[src/common/refsel_host_defines.svh]
// Register map, field positions, reset values and counts of the reference-select host
`ifndef REFSEL_HOST_DEFINES_SVH
`define REFSEL_HOST_DEFINES_SVH

// Word indices; byte address is four times the index
`define IDX_CTRL 6'h00
`define IDX_APPLY 6'h01
`define IDX_CRYSTAL_LOAD_TRIM 6'h02
`define IDX_STATUS 6'h03
`define IDX_PLL 6'h04
`define IDX_MULT 6'h08
`define IDX_OUT 6'h0C
`define IDX_OUTPUT_DIVIDE_TOTAL 6'h12
`define IDX_LAST 6'h17

// Field positions
`define CTRL_PRIM 0
`define CTRL_MODE 2:1
`define CTRL_SEL 3
`define CTRL_FITTED 4
`define APPLY_GO 0
`define CRYSTAL_LOAD_TRIM_TRIM 4:0
`define CRYSTAL_LOAD_TRIM_DRV 9:8
`define STAT_REFUSED 6:0
`define STAT_FAST 8
`define PLL_D 6:0
`define PLL_N 19:8
`define PLL_A 23:20
`define MULT_F 13:0
`define OUT_Q 6:0
`define OUT_PM 7
`define OUT_OEM 9:8
`define OUT_UNUSED 10
`define OUTPUT_DIVIDE_TOTAL_F 8:0

// Reset values
`define RST_TRIM 5'h00
`define RST_DRIVE 2'h3
`define RST_D 7'h00
`define RST_N 12'h000
`define RST_Q 7'h00
`define RST_OEM 2'h0

// Limits and counts
`define PLL_THREE_D_MIN 7'h03
`define Q_ALL_ONES 7'h7F
`define MON_WINDOW 10'h3FF

// Bus responses
`define RESP_OKAY 2'h0
`define RESP_SLVERR 2'h2

`endif

[src/common/refsel_pkg.sv]
// Types shared by the reference-select host and its register slave
package refsel_pkg;

    typedef struct packed {
        logic awready;
        logic wready;
        logic have_aw;
        logic have_w;
        logic [5:0] widx;
        logic [31:0] wdata;
        logic [3:0] wstrb;
        logic bvalid;
        logic [1:0] bresp;
        logic arready;
        logic rvalid;
        logic [31:0] rdata;
        logic [1:0] rresp;
    } slave_state_t;

    typedef struct packed {
        logic prim;
        logic sel;
        logic fitted;
        logic [1:0] mode;
        logic [4:0] trim;
        logic [1:0] drive;
        logic [3:0][6:0] d;
        logic [3:0][11:0] n;
        logic [3:0] a;
        logic [5:0][6:0] q;
        logic [5:0] pm;
        logic [5:0][1:0] disabled_output_state;
        logic [5:0] unused;
        logic l_prim;
        logic l_sel;
        logic [1:0] l_mode;
        logic [4:0] l_trim;
        logic [1:0] l_drive;
        logic [3:0][6:0] l_d;
        logic [3:0][11:0] l_n;
        logic [3:0] l_a;
        logic [5:0][6:0] l_q;
        logic [5:0] l_pm;
        logic [5:0][1:0] l_oem;
        logic [6:0] refused;
        logic commit;
        logic [1:0][2:0] sync;
        logic [1:0] stable;
        logic [1:0][9:0] cnt;
        logic [9:0] win;
        logic sec_faster;
    } host_state_t;

endpackage : refsel_pkg

[src/core/ref_switch_host.sv]
// Host controller that stages, checks and drives the reference-select configuration
// Functional notes
// - Never give pll_three a reference divider below three.
// - Use automatic mode only with the crystal input as primary.
// - No switchover mode when a crystal drives the crystal input.
// - Keep the secondary reference no faster than the primary. The host refuses a faster secondary only in automatic mode.
// - With an external reference keep trim at 00h and drive at 11h.
// - Do not disable a bank divider unless the bank is never used.
//
// Our own choices: the AXI4-Lite slave port and the address map.
`timescale 1ns/1ps
`default_nettype none
`include "refsel_host_defines.svh"

module ref_switch_host
    import refsel_pkg::*;
(
    // Clock and reset
    input wire logic SYS_CLK,
    input wire logic SYS_RST,
    // AXI4-Lite register port
    input wire logic [7:0] S_AXI_AWADDR,
    input wire logic S_AXI_AWVALID,
    output logic S_AXI_AWREADY,
    input wire logic [31:0] S_AXI_WDATA,
    input wire logic [3:0] S_AXI_WSTRB,
    input wire logic S_AXI_WVALID,
    output logic S_AXI_WREADY,
    output logic [1:0] S_AXI_BRESP,
    output logic S_AXI_BVALID,
    input wire logic S_AXI_BREADY,
    input wire logic [7:0] S_AXI_ARADDR,
    input wire logic S_AXI_ARVALID,
    output logic S_AXI_ARREADY,
    output logic [31:0] S_AXI_RDATA,
    output logic [1:0] S_AXI_RRESP,
    output logic S_AXI_RVALID,
    input wire logic S_AXI_RREADY,
    // Reference clocks observed for rate comparison
    input wire logic CRYSTAL_REF_INPUT,
    input wire logic AUX_CLOCK_INPUT,
    // Device configuration
    output logic PRIMARY_SOURCE_BIT,
    output logic [1:0] SWITCHOVER_MODE_FIELD,
    output logic INPUT_SELECT_PIN,
    output logic [4:0] CRYSTAL_LOAD_TRIM,
    output logic [1:0] CRYSTAL_DRIVE_STRENGTH,
    output logic [27:0] REF_DIVIDER,
    output logic [47:0] FEEDBACK_COUNT,
    output logic [3:0] FRACTIONAL_ADD,
    output logic [41:0] OUTPUT_DIVIDE_Q,
    output logic [5:0] PRESCALE_MODE_BIT,
    output logic [11:0] DISABLED_OUTPUT_STATE,
    output logic CONFIG_COMMIT
);

    host_state_t st;
    host_state_t next_st;
    logic wr_en;
    logic [5:0] wr_idx;
    logic [31:0] wr_data;
    logic [3:0] wr_strb;
    logic wr_hit;
    logic [5:0] rd_idx;
    logic [31:0] rd_data;
    logic rd_hit;
    logic [31:0] old_word;
    logic [31:0] wmask;
    logic [31:0] merged;
    logic [6:0] err;
    logic [5:0] bank_bad;
    logic apply_req;
    logic [1:0] pins;

    function automatic logic [13:0] mult(input logic [11:0] n, input logic [3:0] a,
                                         input logic frac);
        if (frac && a != 4'h0) return {1'b0, n, 1'b0} + {10'h000, a} + 14'h0001;
        if (frac) return {1'b0, n, 1'b0};
        return {2'h0, n};
    endfunction : mult

    function automatic logic [8:0] output_divide_total(input logic [6:0] q, input logic pm);
        if (q == `Q_ALL_ONES) return pm ? 9'h001 : 9'h000;
        if (!pm) return 9'h002;
        return {({1'b0, q} + 8'h02), 1'b0};
    endfunction : output_divide_total

    function automatic logic [31:0] read_word(input logic [5:0] idx);
        logic [5:0] k;
        logic [31:0] w;
        w = 32'h0000_0000;
        k = 6'h00;
        if (idx == `IDX_CTRL) begin
            w[`CTRL_PRIM] = st.prim;
            w[`CTRL_MODE] = st.mode;
            w[`CTRL_SEL] = st.sel;
            w[`CTRL_FITTED] = st.fitted;
        end else if (idx == `IDX_CRYSTAL_LOAD_TRIM) begin
            w[`CRYSTAL_LOAD_TRIM_TRIM] = st.trim;
            w[`CRYSTAL_LOAD_TRIM_DRV] = st.drive;
        end else if (idx == `IDX_STATUS) begin
            w[`STAT_REFUSED] = st.refused;
            w[`STAT_FAST] = st.sec_faster;
        end else if (idx >= `IDX_PLL && idx < `IDX_MULT) begin
            k = idx - `IDX_PLL;
            w[`PLL_D] = st.d[k[1:0]];
            w[`PLL_N] = st.n[k[1:0]];
            if (k[1:0] == 2'h0) w[`PLL_A] = st.a;
        end else if (idx >= `IDX_MULT && idx < `IDX_OUT) begin
            k = idx - `IDX_MULT;
            w[`MULT_F] = mult(st.n[k[1:0]], st.a, k[1:0] == 2'h0);
        end else if (idx >= `IDX_OUT && idx < `IDX_OUTPUT_DIVIDE_TOTAL) begin
            k = idx - `IDX_OUT;
            w[`OUT_Q] = st.q[k[2:0]];
            w[`OUT_PM] = st.pm[k[2:0]];
            w[`OUT_OEM] = st.disabled_output_state[k[2:0]];
            w[`OUT_UNUSED] = st.unused[k[2:0]];
        end else if (idx >= `IDX_OUTPUT_DIVIDE_TOTAL && idx <= `IDX_LAST) begin
            k = idx - `IDX_OUTPUT_DIVIDE_TOTAL;
            w[`OUTPUT_DIVIDE_TOTAL_F] = output_divide_total(st.q[k[2:0]], st.pm[k[2:0]]);
        end
        return w;
    endfunction : read_word

    refsel_axil_slave u_slave (
        .clk(SYS_CLK), .rst(SYS_RST),
        .awaddr(S_AXI_AWADDR), .awvalid(S_AXI_AWVALID), .awready(S_AXI_AWREADY),
        .wdata(S_AXI_WDATA), .wstrb(S_AXI_WSTRB), .wvalid(S_AXI_WVALID),
        .wready(S_AXI_WREADY), .bresp(S_AXI_BRESP), .bvalid(S_AXI_BVALID),
        .bready(S_AXI_BREADY), .araddr(S_AXI_ARADDR), .arvalid(S_AXI_ARVALID),
        .arready(S_AXI_ARREADY), .rdata(S_AXI_RDATA), .rresp(S_AXI_RRESP),
        .rvalid(S_AXI_RVALID), .rready(S_AXI_RREADY),
        .wr_en(wr_en), .wr_idx(wr_idx), .wr_data(wr_data), .wr_strb(wr_strb),
        .wr_hit(wr_hit), .rd_idx(rd_idx), .rd_data(rd_data), .rd_hit(rd_hit)
    );

    assign rd_hit = rd_idx <= `IDX_LAST;
    // The reader looks at the whole state, so it must re-run whenever any of it moves
    always_comb rd_data = read_word(rd_idx);
    assign wr_hit = wr_idx <= `IDX_CRYSTAL_LOAD_TRIM || (wr_idx >= `IDX_PLL && wr_idx < `IDX_MULT)
                    || (wr_idx >= `IDX_OUT && wr_idx < `IDX_OUTPUT_DIVIDE_TOTAL);
    always_comb old_word = read_word(wr_idx);
    assign wmask = {{8{wr_strb[3]}}, {8{wr_strb[2]}}, {8{wr_strb[1]}}, {8{wr_strb[0]}}};
    assign merged = (old_word & ~wmask) | (wr_data & wmask);
    assign apply_req = wr_en && wr_idx == `IDX_APPLY && merged[`APPLY_GO];
    assign pins = {AUX_CLOCK_INPUT, CRYSTAL_REF_INPUT};

    genvar b;
    generate
        for (b = 0; b < 6; b++) begin : g_bank
            // Disabling a bank is accepted only when software marked it as never used
            assign bank_bad[b] = st.q[b] == `Q_ALL_ONES && !st.pm[b] && !st.unused[b];
        end
    endgenerate

    // Any set bit blocks the whole commit, so the device never sees a half-checked set
    assign err[0] = st.d[3] < `PLL_THREE_D_MIN;
    assign err[1] = st.a != 4'h0 && {8'h00, st.a} >= st.n[0];
    assign err[2] = st.mode[1] && st.prim;
    assign err[3] = st.fitted && (st.mode[1] || st.sel);
    assign err[4] = !st.fitted && (st.trim != `RST_TRIM || st.drive != `RST_DRIVE);
    assign err[5] = |bank_bad;
    // Rate check only sees inputs well below half the system clock
    assign err[6] = st.mode[1] && st.sec_faster;

    always_comb begin
        next_st = st;
        next_st.commit = 1'b0;
        for (int i = 0; i < 2; i++) begin
            next_st.sync[i] = {st.sync[i][1:0], pins[i]};
            if (st.sync[i][1] == st.sync[i][2]) begin
                next_st.stable[i] = st.sync[i][2];
                if (st.sync[i][2] && !st.stable[i]) next_st.cnt[i] = st.cnt[i] + 10'h001;
            end
        end
        next_st.win = st.win + 10'h001;
        if (st.win == `MON_WINDOW) begin
            next_st.win = 10'h000;
            next_st.cnt = '0;
            next_st.sec_faster = st.l_prim ? st.cnt[0] > st.cnt[1] : st.cnt[1] > st.cnt[0];
        end
        if (wr_en) begin
            if (wr_idx == `IDX_CTRL) begin
                next_st.prim = merged[`CTRL_PRIM];
                next_st.mode = merged[`CTRL_MODE];
                next_st.sel = merged[`CTRL_SEL];
                next_st.fitted = merged[`CTRL_FITTED];
            end else if (wr_idx == `IDX_CRYSTAL_LOAD_TRIM) begin
                next_st.trim = merged[`CRYSTAL_LOAD_TRIM_TRIM];
                next_st.drive = merged[`CRYSTAL_LOAD_TRIM_DRV];
            end else if (wr_idx >= `IDX_PLL && wr_idx < `IDX_MULT) begin
                next_st.d[wr_idx[1:0]] = merged[`PLL_D];
                next_st.n[wr_idx[1:0]] = merged[`PLL_N];
                if (wr_idx[1:0] == 2'h0) next_st.a = merged[`PLL_A];
            end else if (wr_idx >= `IDX_OUT && wr_idx < `IDX_OUTPUT_DIVIDE_TOTAL) begin
                next_st.q[3'(wr_idx - `IDX_OUT)] = merged[`OUT_Q];
                next_st.pm[3'(wr_idx - `IDX_OUT)] = merged[`OUT_PM];
                next_st.disabled_output_state[3'(wr_idx - `IDX_OUT)] = merged[`OUT_OEM];
                next_st.unused[3'(wr_idx - `IDX_OUT)] = merged[`OUT_UNUSED];
            end
        end
        if (apply_req) begin
            next_st.refused = err;
            if (err == 7'h00) begin
                next_st.commit = 1'b1;
                next_st.l_prim = st.prim;
                next_st.l_sel = st.sel;
                next_st.l_mode = st.mode;
                next_st.l_trim = st.trim;
                next_st.l_drive = st.drive;
                next_st.l_d = st.d;
                next_st.l_n = st.n;
                next_st.l_a = st.a;
                next_st.l_q = st.q;
                next_st.l_pm = st.pm;
                next_st.l_oem = st.disabled_output_state;
            end
        end
    end

    always_ff @(posedge SYS_CLK) begin
        if (SYS_RST) begin
            st <= '0;
            st.drive <= `RST_DRIVE;
            st.l_drive <= `RST_DRIVE;
        end else begin
            st <= next_st;
        end
    end

    assign PRIMARY_SOURCE_BIT = st.l_prim;
    assign SWITCHOVER_MODE_FIELD = st.l_mode;
    assign INPUT_SELECT_PIN = st.l_sel;
    assign CRYSTAL_LOAD_TRIM = st.l_trim;
    assign CRYSTAL_DRIVE_STRENGTH = st.l_drive;
    assign REF_DIVIDER = st.l_d;
    assign FEEDBACK_COUNT = st.l_n;
    assign FRACTIONAL_ADD = st.l_a;
    assign OUTPUT_DIVIDE_Q = st.l_q;
    assign PRESCALE_MODE_BIT = st.l_pm;
    assign DISABLED_OUTPUT_STATE = st.l_oem;
    assign CONFIG_COMMIT = st.commit;
endmodule : ref_switch_host
`default_nettype wire

[src/core/refsel_axil_slave.sv]
// AXI4-Lite slave front end of the reference-select host
`timescale 1ns/1ps
`default_nettype none
`include "refsel_host_defines.svh"

module refsel_axil_slave
    import refsel_pkg::*;
(
    // Clock and reset
    input wire logic clk,
    input wire logic rst,
    // AXI4-Lite
    input wire logic [7:0] awaddr,
    input wire logic awvalid,
    output logic awready,
    input wire logic [31:0] wdata,
    input wire logic [3:0] wstrb,
    input wire logic wvalid,
    output logic wready,
    output logic [1:0] bresp,
    output logic bvalid,
    input wire logic bready,
    input wire logic [7:0] araddr,
    input wire logic arvalid,
    output logic arready,
    output logic [31:0] rdata,
    output logic [1:0] rresp,
    output logic rvalid,
    input wire logic rready,
    // Register side
    output logic wr_en,
    output logic [5:0] wr_idx,
    output logic [31:0] wr_data,
    output logic [3:0] wr_strb,
    input wire logic wr_hit,
    output logic [5:0] rd_idx,
    input wire logic [31:0] rd_data,
    input wire logic rd_hit
);

    slave_state_t st;
    slave_state_t next_st;

    assign awready = st.awready;
    assign wready = st.wready;
    assign bvalid = st.bvalid;
    assign bresp = st.bresp;
    assign arready = st.arready;
    assign rvalid = st.rvalid;
    assign rdata = st.rdata;
    assign rresp = st.rresp;
    assign wr_idx = st.widx;
    assign wr_data = st.wdata;
    assign wr_strb = st.wstrb;
    assign rd_idx = araddr[7:2];
    // Address and data may arrive in either order; the write fires once both are held
    assign wr_en = st.have_aw && st.have_w && !st.bvalid;

    always_comb begin
        next_st = st;
        if (awvalid && st.awready) begin
            next_st.have_aw = 1'b1;
            next_st.widx = awaddr[7:2];
            next_st.awready = 1'b0;
        end
        if (wvalid && st.wready) begin
            next_st.have_w = 1'b1;
            next_st.wdata = wdata;
            next_st.wstrb = wstrb;
            next_st.wready = 1'b0;
        end
        if (wr_en) begin
            next_st.have_aw = 1'b0;
            next_st.have_w = 1'b0;
            next_st.bvalid = 1'b1;
            next_st.bresp = wr_hit ? `RESP_OKAY : `RESP_SLVERR;
        end
        if (st.bvalid && bready) begin
            next_st.bvalid = 1'b0;
            next_st.awready = 1'b1;
            next_st.wready = 1'b1;
        end
        if (arvalid && st.arready) begin
            next_st.arready = 1'b0;
            next_st.rvalid = 1'b1;
            next_st.rdata = rd_hit ? rd_data : 32'h0000_0000;
            next_st.rresp = rd_hit ? `RESP_OKAY : `RESP_SLVERR;
        end
        if (st.rvalid && rready) begin
            next_st.rvalid = 1'b0;
            next_st.arready = 1'b1;
        end
    end

    always_ff @(posedge clk) begin
        if (rst) begin
            next_st_reset : begin
                st <= '0;
                st.awready <= 1'b1;
                st.wready <= 1'b1;
                st.arready <= 1'b1;
            end
        end else begin
            st <= next_st;
        end
    end
endmodule : refsel_axil_slave
`default_nettype wire

[config.mk]
export PLATFORM = sky130hd
export DESIGN_NAME = ref_switch_host
export DESIGN_NICKNAME = d
export VERILOG_FILES = /design/src/common/refsel_pkg.sv /design/src/core/ref_switch_host.sv /design/src/core/refsel_axil_slave.sv
export VERILOG_INCLUDE_DIRS = /design/src /design/src/common
export SDC_FILE = /design/constraint.sdc
export NUM_CORES = 1
export LEC_CHECK = 0
export ABC_CLOCK_PERIOD_IN_PS = 9600
export BUFFER_PORTS_ARGS = -buffer_cell sky130_fd_sc_hd__buf_4
export CORE_MARGIN = 8
export CORE_UTILIZATION = 30
export CTS_BUF_LIST = sky130_fd_sc_hd__clkbuf_8 sky130_fd_sc_hd__clkbuf_16
export DETAILED_ROUTE_END_ITERATION = 16
export SYNTH_ARGS = -nofsm -noshare
export SYNTH_HDL_FRONTEND = slang
export SYNTH_HIERARCHICAL = 1
export SYNTH_SLANG_ARGS = --single-unit
[constraint.sdc]
create_clock -name SYS_CLK -period 9.6 [get_ports SYS_CLK]
set_input_delay 0.48 -clock SYS_CLK [delete_from_list [all_inputs] [get_ports SYS_CLK]]
set_output_delay 0.48 -clock SYS_CLK [all_outputs]
set_load 0.02 [all_outputs]
* Word level (Yosys, flattened, before mapping) *
Cells that the tools add are included.

word-level totals
  register bits after elaboration = 432
  input port bits = 61
  output and inout bits = 193

cells by class
  $add $sub $neg = 17
  magnitude comparators = 32
  eq/ne operators = 17
  muxes and demuxes = 197
  bitwise operators = 8
  reduce and logical (&&, ||, !) cells = 84

operators with widths
  kind                                                  number
  2-to-1 mux 14 bit                                     25
  2-to-1 mux 9 bit                                      19
  binary-select mux 12 bit (select 2 bit)               4
  binary-select mux 7 bit (select 3 bit)                4
  2-to-1 mux 7 bit                                      12
  2-to-1 mux 1 bit                                      77
  2-to-1 mux 12 bit                                     5
  == test 7 bit (second input constant)                 8
  AND 24 bit                                            2
  bitwise mux 48 bit                                    1
  bitwise mux 42 bit                                    1
  logical AND 1 bit                                     40
  2-to-1 mux 19 bit                                     2
  adder 10 x 1 -> 10 bit (second input constant)        3
  2-to-1 mux 15 bit                                     2
  adder 13 x 4 -> 14 bit                                2
  adder 14 x 1 -> 14 bit (second input constant)        2
  binary-select mux 7 bit (select 2 bit)                2
  bitwise mux 28 bit                                    1
  demux 12 bit (select 2 bit)                           1
  == test 6 x 2 -> 1 bit (second input constant)        4
  >= comparator 6 x 4 -> 1 bit (second input constant)  4
  < comparator 6 x 4 -> 1 bit (second input constant)   4
  2-to-1 mux 24 bit                                     1
  other kinds (51)                                      129

* Longest topological paths before layout *
  word-level depth = 34
  gate-level depth with buffers = 17
  mapped depth without buffers = 12

* Modules after synthesis *
Netlist, hierarchy kept.

by module, submodules not included
  module             instances  cells an instance  area each (um2)  sequential area each (um2)
  ref_switch_host    1          2,164              19,513.7         7,126.8
  refsel_axil_slave  1          447                3,935.0          1,661.6

* Worst setup path before layout *
No wires, ideal clock.

  path kind = in2reg
  start point = in S_AXI_ARADDR[2]
  end point = reg u_slave.st, in the netlist u_slave/rdata[9]
  setup time = 0.066 ns
  data arrival time = 3.823 ns
  data required time = 9.534 ns
  path slack = 5.711 ns
  cell stages on the path = 17
  path through = buf_4 > buf_2 > buf_2 > buf_2 > buf_2 > buf_2 > mux4_2 > ha_1 > o21ai_0 > nor2_1 > o21ai_0 > nor2_1 > and2_1 > xnor2_1 > o21ai_0 > nand3_2 > a21oi_2

between the ends
  cells in the longest elaborated chain, start to end = 22

RTL lines
  item                                                             RTL line                  source
  start, declared                                                  ref_switch_host.sv:32     input wire logic [7:0] S_AXI_ARADDR,
  branches (longest 20 deep; another with adder 13 x 4 -> 14 bit)  -
  2-to-1 mux 19 bit (*)                                            ref_switch_host.sv:93     if (idx == `IDX_CTRL) begin
  net rd_data[9]                                                   ref_switch_host.sv:65     logic [31:0] rd_data;
  2-to-1 mux 24 bit (*)                                            refsel_axil_slave.sv:86   next_st.rdata = rd_hit ? rd_data : 32'h0000_0000;
  end signal, assigned                                             refsel_axil_slave.sv:104  st <= next_st;
  end, declared                                                    refsel_axil_slave.sv:41   slave_state_t st;

Mark *: on every way through the listed nets, which the timed path passes. The select of a mux whose other input is x is not followed.
A chain may end at the register's enable or synchronous reset.

* Worst setup path after layout *
  start point = reg u_slave.st, in the netlist u_slave/wr_idx[1]
  end point = reg st[223] in the netlist's numbering

between the ends
  cells in the longest elaborated chain, start to end = 27

RTL lines
  item                                     RTL line                source
  subtractor 2 x 1 -> 2 bit (no line)      -
  binary-select mux 12 bit (select 2 bit)  ref_switch_host.sv:111  w[`MULT_F] = mult(st.n[k[1:0]], st.a, k[1:0] == 2'h0);
  2-to-1 mux 12 bit (not written as such)  ref_switch_host.sv:111
  adder 13 x 4 -> 14 bit                   ref_switch_host.sv:77   if (frac && a != 4'h0) return {1'b0, n, 1'b0} + {10'h000, a} + 14'h0001;
  adder 14 x 1 -> 14 bit                   ref_switch_host.sv:77
  2-to-1 mux 14 bit                        ref_switch_host.sv:77
  2-to-1 mux 14 bit                        ref_switch_host.sv:109  end else if (idx >= `IDX_MULT && idx < `IDX_OUT) begin
  2-to-1 mux 14 bit                        ref_switch_host.sv:104  end else if (idx >= `IDX_PLL && idx < `IDX_MULT) begin
  [11 not listed]                          -
  2-to-1 mux 11 bit                        ref_switch_host.sv:109
  2-to-1 mux 7 bit                         ref_switch_host.sv:104
  2-to-1 mux 7 bit                         ref_switch_host.sv:101  end else if (idx == `IDX_STATUS) begin
  2-to-1 mux 5 bit                         ref_switch_host.sv:98   end else if (idx == `IDX_CRYSTAL_LOAD_TRIM) begin
  2-to-1 mux 5 bit                         ref_switch_host.sv:93
  AND 24 bit                               ref_switch_host.sv:144  assign merged = (old_word & ~wmask) | (wr_data & wmask);
  bitwise OR 24 bit                        ref_switch_host.sv:144
  bitwise mux 42 bit                       ref_switch_host.sv:196  next_st.q[3'(wr_idx - `IDX_OUT)] = merged[`OUT_Q];
  end signal, assigned                     ref_switch_host.sv:227  st <= next_st;
  end, declared                            ref_switch_host.sv:57   host_state_t st;

Several ways; a longest one is shown, not always the timed one. The select of a mux whose other input is x is not followed.

==> results.sh <==
export IMPL_run_status="completed"
export IMPL_post_cts_resized_instances=0
export IMPL_r2r_setup_slack_ps=4800
export IMPL_setup_worst_path_class="reg2reg"
export IMPL_pin_count_of_the_biggest_net_entering_global_routing=154
export IMPL_wirelength_um=77600
export IMPL_die_width_um=293
export IMPL_cp_required_ps=10100
export IMPL_drt_wirelength_per_cell_um=21.9
export IMPL_tns_ps=0
export IMPL_finalSetupViolCount=0
export IMPL_clock_insertion_delay_worst_skew_ps=590
export IMPL_timing_slew_headroom_pct=20.4
export IMPL_floorplan_die_height_um=293
export IMPL_critical_path_most_common_cell="sky130_fd_sc_hd__buf_4"
export IMPL_total_leakage_power_nw=8.75
export IMPL_synthToLayoutAreaGrowth_pct=9.78
export IMPL_mostFrequentLayoutCells="sky130_fd_sc_hd__dfxtp_1, sky130_fd_sc_hd__nor2_1, sky130_fd_sc_hd__buf_4"
export IMPL_vdd_ir_drop_max_v=0.000118
export IMPL_track_usage_pct=17.2
export IMPL_worst_slew_pin_transition_ps=1180
export IMPL_power_per_cell_area_nw_per_um2=153
export IMPL_busiest_layer="met2"
export IMPL_worst_path_max_fanout=48
export IMPL_cts_tree="built"
export IMPL_final_layout_size_suffix_gt1_share_pct=20.3
export IMPL_grt_pass1_vias=16865
export IMPL_placement_io_buffers=238
export IMPL_final_period_minus_worst_setup_slack_ps=4800
export IMPL_critPathArrivalTime_ps=5300
export IMPL_critical_path_slowest_cell="sky130_fd_sc_hd__ha_1"
export IMPL_cts_inserted_buffers=47
export IMPL_routed_via_density=5.14
export IMPL_ys_warn_count=6
export IMPL_global_route_usage_met3_pct=4.13
export IMPL_n_fill_cell=8001
export IMPL_grt_overflow=0
export IMPL_fp_coreArea_sq_um=76100
export IMPL_gr_usage_met2_pct=30.3
export IMPL_drtAntennaViolNets=0
export IMPL_cts_post_setup_buffers_inserted=0
export IMPL_fin_worst_skew_ps=23.9
export IMPL_maxCapViolCount=0
export IMPL_cts_clk_slew_worst_paths_ps=70
export IMPL_clk_root_buffer_cell="sky130_fd_sc_hd__clkbuf_16"
export IMPL_cts_hold_buf=0
export IMPL_drcViolationCount=0
export IMPL_vias=18225
export IMPL_post_route_period_util_pct=50.0
export IMPL_groute_layer_met1_usage_pct=20.3
export IMPL_slew_viol_final=0
export IMPL_dr_first_iter_drc_count=1678
export IMPL_layout_cells_non_filler=3548
export IMPL_rsz0062_at_grt="false"
export IMPL_antenna_found_initial=2
export IMPL_critPathTopFamily="buffers and inverters"
export IMPL_floorplan_initialDensity_pct=30.3
export IMPL_ctsHtreeMaxLevel=2
export IMPL_whs_ps=107
export IMPL_post_synth_inst_count=2566
export IMPL_boundaryPins=254
export IMPL_crit_buf_inv=4
export IMPL_end_kind="register"
export IMPL_firstDrtPassIters=6
export IMPL_max_stage_delay_ps=690
export IMPL_gp_routability_congestion=0.941
export IMPL_critPathLaunchType="register"
export IMPL_grt_pass1_wl_um=114000
export IMPL_post_place_cells=3462
export IMPL_syn_area_sq_um=23100
export IMPL_hpwlAfterDp_um=57000
export IMPL_layout_commonest_cell="sky130_fd_sc_hd__dfxtp_1"
export IMPL_timing_hold_violations_final=0
export IMPL_type_of_the_most_critical_hold_path="in2reg"
export IMPL_layout_nets=2573
export IMPL_cts_sinks=430
export IMPL_cell_breakdown_of_the_critical_path="buf_4 -> inv_1 -> ha_1 -> mux4_2 -> a22oi_1 -> o21bai_1 -> nor4b_1 -> buf_4 -> o311ai_0 -> o2111ai_1 -> buf_4 -> o21ai_0"
export IMPL_mean_cell_area_of_the_mapped_netlist_sq_um=9.00
export IMPL_num_rows=101
export IMPL_achievable_frequency_mhz=208
export IMPL_max_clock_path_buffers=3
export IMPL_design_die_area_sq_um=86100
## routing by layer
layer  routed length (um)  up-vias
met3                 5760      133
met2                39100      641
met4                 2640        0
li1                     -     8693
met1                30100     8758
met5                    0        -
## area by class of cell
type	instances	area (sq um)	share of cell area (%)
antenna	1	2.50	0.00987
clock buffer	54	1270	5.02
clock inverter	31	249	0.982
inverter	33	124	0.489
multi-input combinational	1703	11800	46.5
sequential	430	8610	34.0
tap	1030	1290	5.08
timing repair buffer	266	2020	7.96
## final timing paths
kind	startpoint	to	cells past startpoint
max reg2reg	u_slave/wr_idx[1]	st[223]	12
min	CRYSTAL_REF_INPUT	next_st[34]	2
max	u_slave/wr_idx[1]	st[223]	12
min reg2reg	next_st[37]	next_st[38]	1
## sequential cells by signal (all words and copies together), names as in the netlist, 2 cells and up
| register | flops |
|---|---|
| REF_DIVIDER | 28 |
| CRYSTAL_DRIVE_STRENGTH | 2 |
| OUTPUT_DIVIDE_Q | 42 |
| next_st | 4 |
| DISABLED_OUTPUT_STATE | 12 |
| u_slave/st | 2 |
| u_slave/wr_data | 24 |
| PRESCALE_MODE_BIT | 6 |
| st | 200 |
| SWITCHOVER_MODE_FIELD | 2 |
| CRYSTAL_LOAD_TRIM | 5 |
| FRACTIONAL_ADD | 4 |
| FEEDBACK_COUNT | 48 |
| u_slave/wr_strb | 3 |
| u_slave/rdata | 32 |
| u_slave/wr_idx | 6 |
## report_power, final
part           switching [W]  internal, W  leakage, nW
sequential         0.0000247      0.00180         3.47
combinational       0.000167    0.0000791         4.51
clock               0.000785      0.00101        0.772
total               0.000977      0.00289         8.75
## stage by stage
| stage | total power (W) | setup WS, ps | area, sq um | util (%) |
|---|---|---|---|---|
| 2_1_floorplan | 0.00205 | 5710 | 23100 | - |
| 3_3_place_gp | 0.00211 | 4900 | 23800 | 31.3 |
| 3_5_place_dp | 0.00211 | 4920 | 23800 | 31.3 |
| 4_1_cts | 0.00392 | 4860 | 25300 | 33.3 |
| 5_1_grt | 0.00401 | 4470 | 25300 | 33.3 |
| 6_report | 0.00387 | 4800 | 25300 | 33.3 |
## worst reg2reg max path: stages (launching register included)
cell and delay (ps):
sky130_fd_sc_hd__dfxtp_2 320, sky130_fd_sc_hd__buf_4 550, sky130_fd_sc_hd__inv_1 610, sky130_fd_sc_hd__ha_1 700, sky130_fd_sc_hd__mux4_2 550, sky130_fd_sc_hd__a22oi_1 250, sky130_fd_sc_hd__o21bai_1 180, sky130_fd_sc_hd__nor4b_1 80
sky130_fd_sc_hd__buf_4 180, sky130_fd_sc_hd__o311ai_0 360, sky130_fd_sc_hd__o2111ai_1 440, sky130_fd_sc_hd__buf_4 330, sky130_fd_sc_hd__o21ai_0 160
Note: power is estimated with default switching activity, not from simulation.
